===== src/design/nlc_map.vh =====
// constants for the nested loop counter
`ifndef NLC_MAP_VH
`define NLC_MAP_VH

// number of loop levels (length of the limit vector)
`define NLC_LEVELS 3
// width of each level's counter and limit
`define NLC_CW 8
// value every counter takes at start and after reset
`define NLC_CNT_RESET 8'h00
// limit value held after reset
`define NLC_LIM_RESET 8'h00

`endif


===== src/design/nlc_top.v =====
// nested loop index generator with per-level first and last flags
//
// Overview of operation
// - on start, the limit vector is captured as the new loop bounds
// - one counter per limit vector element; vector length sets nesting depth
// - each counter runs from zero to its limit minus one, then wraps
// - every enabled cycle while running, with no start in that cycle, the current counter values appear on the index output
// - valid is high for the one cycle in which a new vector lands on the index output; index then holds it
// - first flag marks counter at zero; last flag marks counter at limit minus one
// - last element is innermost; outer levels step when all inner levels wrap
// - counters advance only in enabled cycles; valid signals forward flow
`timescale 1ns/1ps
`include "nlc_map.vh"

module nlc_top (
  input wire mclk, // 40 mhz clock
  input wire reset, // synchronous, active high
  input wire start, // one-cycle pulse, loads limits
  input wire [`NLC_LEVELS*`NLC_CW-1:0] limits, // element 0 in low bits, outermost
  input wire enable, // iteration pacing from upstream
  output reg valid, // index vector valid this cycle
  output reg [`NLC_LEVELS*`NLC_CW-1:0] index, // element 0 outermost
  output reg [`NLC_LEVELS-1:0] first, // per-level counter at zero
  output reg [`NLC_LEVELS-1:0] last, // per-level counter at limit minus one
  output reg busy // loop sequence in progress
);

  localparam N = `NLC_LEVELS;
  localparam W = `NLC_CW;

  // one-hot sequencing states
  localparam [1:0] ST_IDLE = 2'b01;
  localparam [1:0] ST_RUN = 2'b10;

  // counter-width constants keep every add and compare at W bits
  localparam [W-1:0] ONE = {{(W-1){1'b0}}, 1'b1};
  localparam [W-1:0] ZERO = {W{1'b0}};

  // sequencing state and its next value
  reg [1:0] state;
  reg [1:0] next_state;

  // captured bounds; held so a limits change mid-run cannot disturb the nest
  reg [N*W-1:0] lim;
  reg [N*W-1:0] next_lim;

  // live counters, element 0 outermost
  reg [N*W-1:0] cnt;
  reg [N*W-1:0] next_cnt;

  // per-level decode of the live counters
  wire [N-1:0] at_last;
  wire [N-1:0] at_zero;
  wire [N-1:0] wrap_ok;
  wire [N-1:0] step;
  wire [N*W-1:0] advanced;

  // an incoming limit vector with an empty level
  wire [N-1:0] lim_zero;
  wire bad_limits;

  // qualified strobes
  wire running;
  wire take_step;
  wire final_step;

  genvar g;

  // one counter slice per limit element; the vector length fixes the depth
  generate
    for (g = 0; g < N; g = g + 1) begin : lvl
      wire [W-1:0] c_now;
      wire [W-1:0] l_now;
      wire [W-1:0] c_inc;

      assign c_now = cnt[g*W +: W];
      assign l_now = lim[g*W +: W];

      // limit minus one wraps at W bits, harmless since a zero limit never runs
      assign at_last[g] = (c_now == l_now - ONE);
      assign at_zero[g] = (c_now == ZERO);

      // roll over to zero after the last value
      assign c_inc = at_last[g] ? ZERO : c_now + ONE;

      // a level only moves when its step strobe is up
      assign advanced[g*W +: W] = step[g] ? c_inc : c_now;

      // zero check on the incoming vector, not the captured one
      assign lim_zero[g] = (limits[g*W +: W] == ZERO);
    end
  endgenerate

  // innermost level closes the carry chain
  assign wrap_ok[N-1] = at_last[N-1];
  // the innermost level steps on every taken enable
  assign step[N-1] = 1'b1;

  // a level wraps when it and every inner level sit at their last value
  generate
    for (g = 0; g < N-1; g = g + 1) begin : chain
      assign wrap_ok[g] = at_last[g] & wrap_ok[g+1];
      // outer levels step only when all inner levels wrap together
      assign step[g] = wrap_ok[g+1];
    end
  endgenerate

  // an empty level means an empty nest, so the block stays idle
  assign bad_limits = |lim_zero;

  // strobes: start wins over enable in the same cycle
  assign running = (state == ST_RUN);
  assign take_step = running & enable & ~start;
  assign final_step = take_step & wrap_ok[0];

  // next state, bounds and counters
  always @* begin
    next_state = state;
    next_lim = lim;
    next_cnt = cnt;
    case (state)
      ST_IDLE: begin
        if (start) begin
          next_lim = limits;
          next_cnt = {N{`NLC_CNT_RESET}};
          if (!bad_limits) begin
            next_state = ST_RUN;
          end
        end
      end
      ST_RUN: begin
        if (start) begin
          // a fresh start restarts the sequence with new bounds
          next_lim = limits;
          next_cnt = {N{`NLC_CNT_RESET}};
          if (bad_limits) begin
            next_state = ST_IDLE;
          end
        end else if (enable) begin
          next_cnt = advanced;
          if (wrap_ok[0]) begin
            next_state = ST_IDLE;
          end
        end
      end
      default: begin
        next_state = ST_IDLE;
      end
    endcase
  end

  // state register; idle out of reset
  always @(posedge mclk) begin
    if (reset) begin
      state <= ST_IDLE;
    end else begin
      state <= next_state;
    end
  end

  // bound register
  always @(posedge mclk) begin
    if (reset) begin
      lim <= {N{`NLC_LIM_RESET}};
    end else begin
      lim <= next_lim;
    end
  end

  // counter register
  always @(posedge mclk) begin
    if (reset) begin
      cnt <= {N{`NLC_CNT_RESET}};
    end else begin
      cnt <= next_cnt;
    end
  end

  // valid: one pulse per taken enable
  always @(posedge mclk) begin
    if (reset) begin
      valid <= 1'b0;
    end else begin
      valid <= take_step;
    end
  end

  // busy lags the state by one edge and drops with the final vector
  always @(posedge mclk) begin
    if (reset) begin
      busy <= 1'b0;
    end else begin
      busy <= running & ~final_step;
    end
  end

  // index holds between vectors so a slow consumer can still read it
  always @(posedge mclk) begin
    if (reset) begin
      index <= {N{`NLC_CNT_RESET}};
    end else if (take_step) begin
      index <= cnt;
    end
  end

  // first flags, updated only with a vector
  always @(posedge mclk) begin
    if (reset) begin
      first <= {N{1'b0}};
    end else if (take_step) begin
      first <= at_zero;
    end
  end

  // last flags, updated only with a vector
  always @(posedge mclk) begin
    if (reset) begin
      last <= {N{1'b0}};
    end else if (take_step) begin
      last <= at_last;
    end
  end

endmodule


===== config.mk =====
export PLATFORM = sky130hd
export DESIGN_NAME = nlc_top
export DESIGN_NICKNAME = d
export VERILOG_FILES = /design/src/design/nlc_top.v
export VERILOG_INCLUDE_DIRS = /design/src /design/src/design
export SDC_FILE = /design/constraint.sdc
export NUM_CORES = 1
export LEC_CHECK = 0
export ABC_AREA = 1
export BUFFER_PORTS_ARGS = -buffer_cell sky130_fd_sc_hd__buf_2
export CORE_MARGIN = 10
export CORE_UTILIZATION = 57
export CTS_CLUSTER_DIAMETER = 100
export DETAILED_ROUTE_END_ITERATION = 8
export PLACE_DENSITY = 0.86
export SLEW_MARGIN = 30
export SYNTH_ARGS = -nofsm -noshare
export SYNTH_HDL_FRONTEND = slang
export SYNTH_SLANG_ARGS = --single-unit

===== constraint.sdc =====
create_clock -name mclk -period 2.47 [get_ports mclk]
set_input_delay 0.741 -clock mclk [delete_from_list [all_inputs] [get_ports mclk]]
set_output_delay 0.741 -clock mclk [all_outputs]
set_load 0.02 [all_outputs]

==> summary.md <==
| Metric | Value |
|---|---|
| Total power | 4935 µW |
| Max FO, Critical Path | 17 |
| Total wire length | ~11000 µm |
| Clock transition at path regs | roughly 0.09 ns |
| Area of the multi-input gates | about 0.0021 mm² |
| Top-Level Pins | 60 |
| Filler instances | 574 |
| DR WL/cell | approximately 14 µm |
| Cts bufs inserted | 9 |
| Overflow after GRT | 0 |
| H-tree levels | 3 |
| Syn Area/Cell | a little over 7 µm² |
| Cell Area, Synth | roughly 0.004 mm² |
| I/O Buffers | 59 |
| Initial antenna violation count | 0 |
| Area grow syn2layout | 16.00% |
| First DRT Iteration DRCs | roughly 330 |
| Status | finished clean |
| Vias | a little under 4000 |
| Max cap viols | 0 |
| Top-count cell post-synth | nand2_1 |
| Register bit count reported by yosys | just over 80 |
| Post-synth EDFFs | 0 |
| Core area | 0.006869 mm² |
| Most used cell, CP | nand2_1 |
| Setup_tns | 0 ns |
| Vias in the first global route | approximately 3900 |
| Die Span Y | 104.5 µm |
| RSZ-0062 raised after global routing | no |
| Worst Max-Slew Pin Slew | 0.5260 ns |
| Critical path's largest stage delay | roughly 0.36 ns |
| Final Hold Viols | 0 |
| CP max stage cell | dfxtp_1 |
| Ys Warns | 0 |
| Slew Limit Headroom | 0.6471 |
| Initial core utilization | 0.5922 |
| Largest net degree at the start of global routing | 37 |
| Clock Sink Count | 82 |
| Layout Skew | 0.01135 ns |
| Synth Flop Type | dfxtp_1 |
| CP endpoint kind | flop |
| Most area-consuming cells after synthesis | dfxtp_1 40%, nand2_1 9.5%, nor2_1 7.4% |
| Mapped Cells | around 580 |
| Synth unique cells | 30 |
| Worst slack at placement | 0.3072 ns |
| Worst EP arrival | roughly 2.4 ns |
| Layout Nets | 677 |
| HPWL Detailed | 7819 µm |
| Leakage power | around 0.0021 µW |
| CTS Hold Bufs | 0 |
| Yosys top cell by area | dfxtp_1 |
| CTS tree | built |
| Die W | between 100 and 150 µm |
| CTS Root Cell | clkbuf_8 |
| Required time worst endpoint | around 2.7 ns |
| Die area | around 0.011 mm² |
| Critical path launch point type | flop |
| Core Rows | 30 |
| Setup WS post-layout | about 0.27 ns |
| Ant. Diodes | 0 |
| Setup bufs post-CTS | 0 |
| Routed Antenna Nets | 0 |
| Sequential area share after synthesis | 0.4036 |
| Share of post-route cells with drive strength above 1 | 0.1602 |
| Syn_nets | 614 |
| Bufs on Longest Clock Path | 2 |
| Synth cell count leaders | 103 x nand2_1, 82 x dfxtp_1, 80 x nor2_1, 56 x a21oi_1, 54 x inv_1 |
| Storage cell area | 0.001642 mm² |
| Final Cycle Share | 0.8916 |
| Final Setup Violations | 0 |
| Synth top area share | 0.4036 |
| Min-delay worst type | reg -> reg |
| Final core occ | 0.6869 |
| Final min period | approximately 2.2 ns |
| Max-slew violations | 0 |
| Final Wtd Congestion | 0.9294 |
| Global-route wire length before repair | 17940 µm |
| Gr usage total | 0.1941 |
| Pwr dens | 1046 mW/mm² |
| Post-synth ARST share | 0 |
| Via density | 5.376 |
| CP cell instances | inv_1, ha_1, xor2_1, nand2_1, nor2_1, nand2_1, nor2_1, nand2_1, nand2_1, nand2_4, o21ai_0, a21oi_1 |
| Clk_lat worst skew | 0.36 ns |
| Achievable frequency | ~0.45 GHz |
| 1st-pass router iterations | 5 |
| # DRC | 0 |
| Crit Path Class | reg -> reg |
| Peak supply drop | 0.7960 mV |
final timing paths:
check / slack (ns) / endpoint / cells past startpoint / start
worst max-delay path: 0.27 / cnt[0]$_SDFFE_PP0P_ / 12 / lim[8]$_SDFFE_PP0P_
worst min-delay path: 0.48 / first[0]$_SDFFE_PP0P_ / 2 / first[0]$_SDFFE_PP0P_
worst max register to register: 0.27 / cnt[0]$_SDFFE_PP0P_ / 12 / lim[8]$_SDFFE_PP0P_
worst min register to register: 0.48 / first[0]$_SDFFE_PP0P_ / 2 / first[0]$_SDFFE_PP0P_
report_power, final:
part | internal (µW) | switching [µW]
sequential | 1570 | 247
clock | 474 | 514
combinational | 784 | 1350
total | 2830 | 2110
metrics by stage:
step	cell area, µm²	hold slack (ns)	cells
after floorplan	4068	0.4479	575
after global placement	4513	0.4566	723
after detailed placement	4513	0.4627	723
after CTS	4713	0.4763	739
after global routing	4718	0.5082	739
final	4718	0.4771	739
critical path, delay by kind of cell, from the launching register on:
kind | cells | cell delay (ns)
adders and majority gates | 1 | 0.32
and+or+nand+nor | 7 | 0.85
AOI/OAI and AO/OA | 2 | 0.32
DFF | 1 | 0.36
buffers and inverters | 1 | 0.10
xor gates and xnor gates | 1 | 0.14
registers in the layout, indices dropped and copies added (netlist names):
signal and count:
first 3, lim 24, valid 1, index 24, busy 1, cnt 24
state 2, last 3
cell families (layout without fill, tap and decap cells):
logic type                 after synthesis  in the layout  synth area share
AOI/OAI and AO/OA                      121            121            0.1590
xor gates and xnor gates                30             30           0.06460
adders and majority gates               11             11           0.03384
buffers and inverters                   79            147           0.07536
DFF                                     82             82            0.4036
and+or+nand+nor                        252            252            0.2636
cell type report:
cell class / instances / area share
Clock inverter: 7 / 0.01618
Multi-Input combinational cell: 414 / 0.4503
Clock buffer: 9 / 0.02625
Inverter: 61 / 0.04853
Tap cell: 96 / 0.02546
Timing Repair Buffer: 70 / 0.08539
Sequential cell: 82 / 0.3479
routing by layer:
layer | global-route usage | share of wire | vias to the layer above | routed length (µm)
met1 | 0.2360 | 0.45 | 1821 | 4730
li1 | - | - | 2010 | -
met2 | 0.3321 | 0.49 | 127 | 5190
met3 | 0.04275 | 0.053 | 15 | 560
met5 | 0 | 0 | - | 0
met4 | 0.05765 | 0.0088 | 0 | 93
cell usage in the layout (no fill, tap or decap), types with 10 or more instances in the layout:
cell,synthesis,layout
a21oi_1,56,56
buf_2,2,59
dfxtp_1,82,82
ha_1,11,11
inv_1,54,54
nand2_1,103,102
nand3_1,34,34
nor2_1,80,79
nor3_1,10,10
o21ai_0,53,53
xnor2_1,10,10
xor2_1,20,20
timing repair:
action,in CTS,in global routing
endpoints found under the setup margin,0,2
resized for setup,0,2
endpoints found under the hold margin,0,0
No activity file was read; power rests on OpenSTA's default activity.
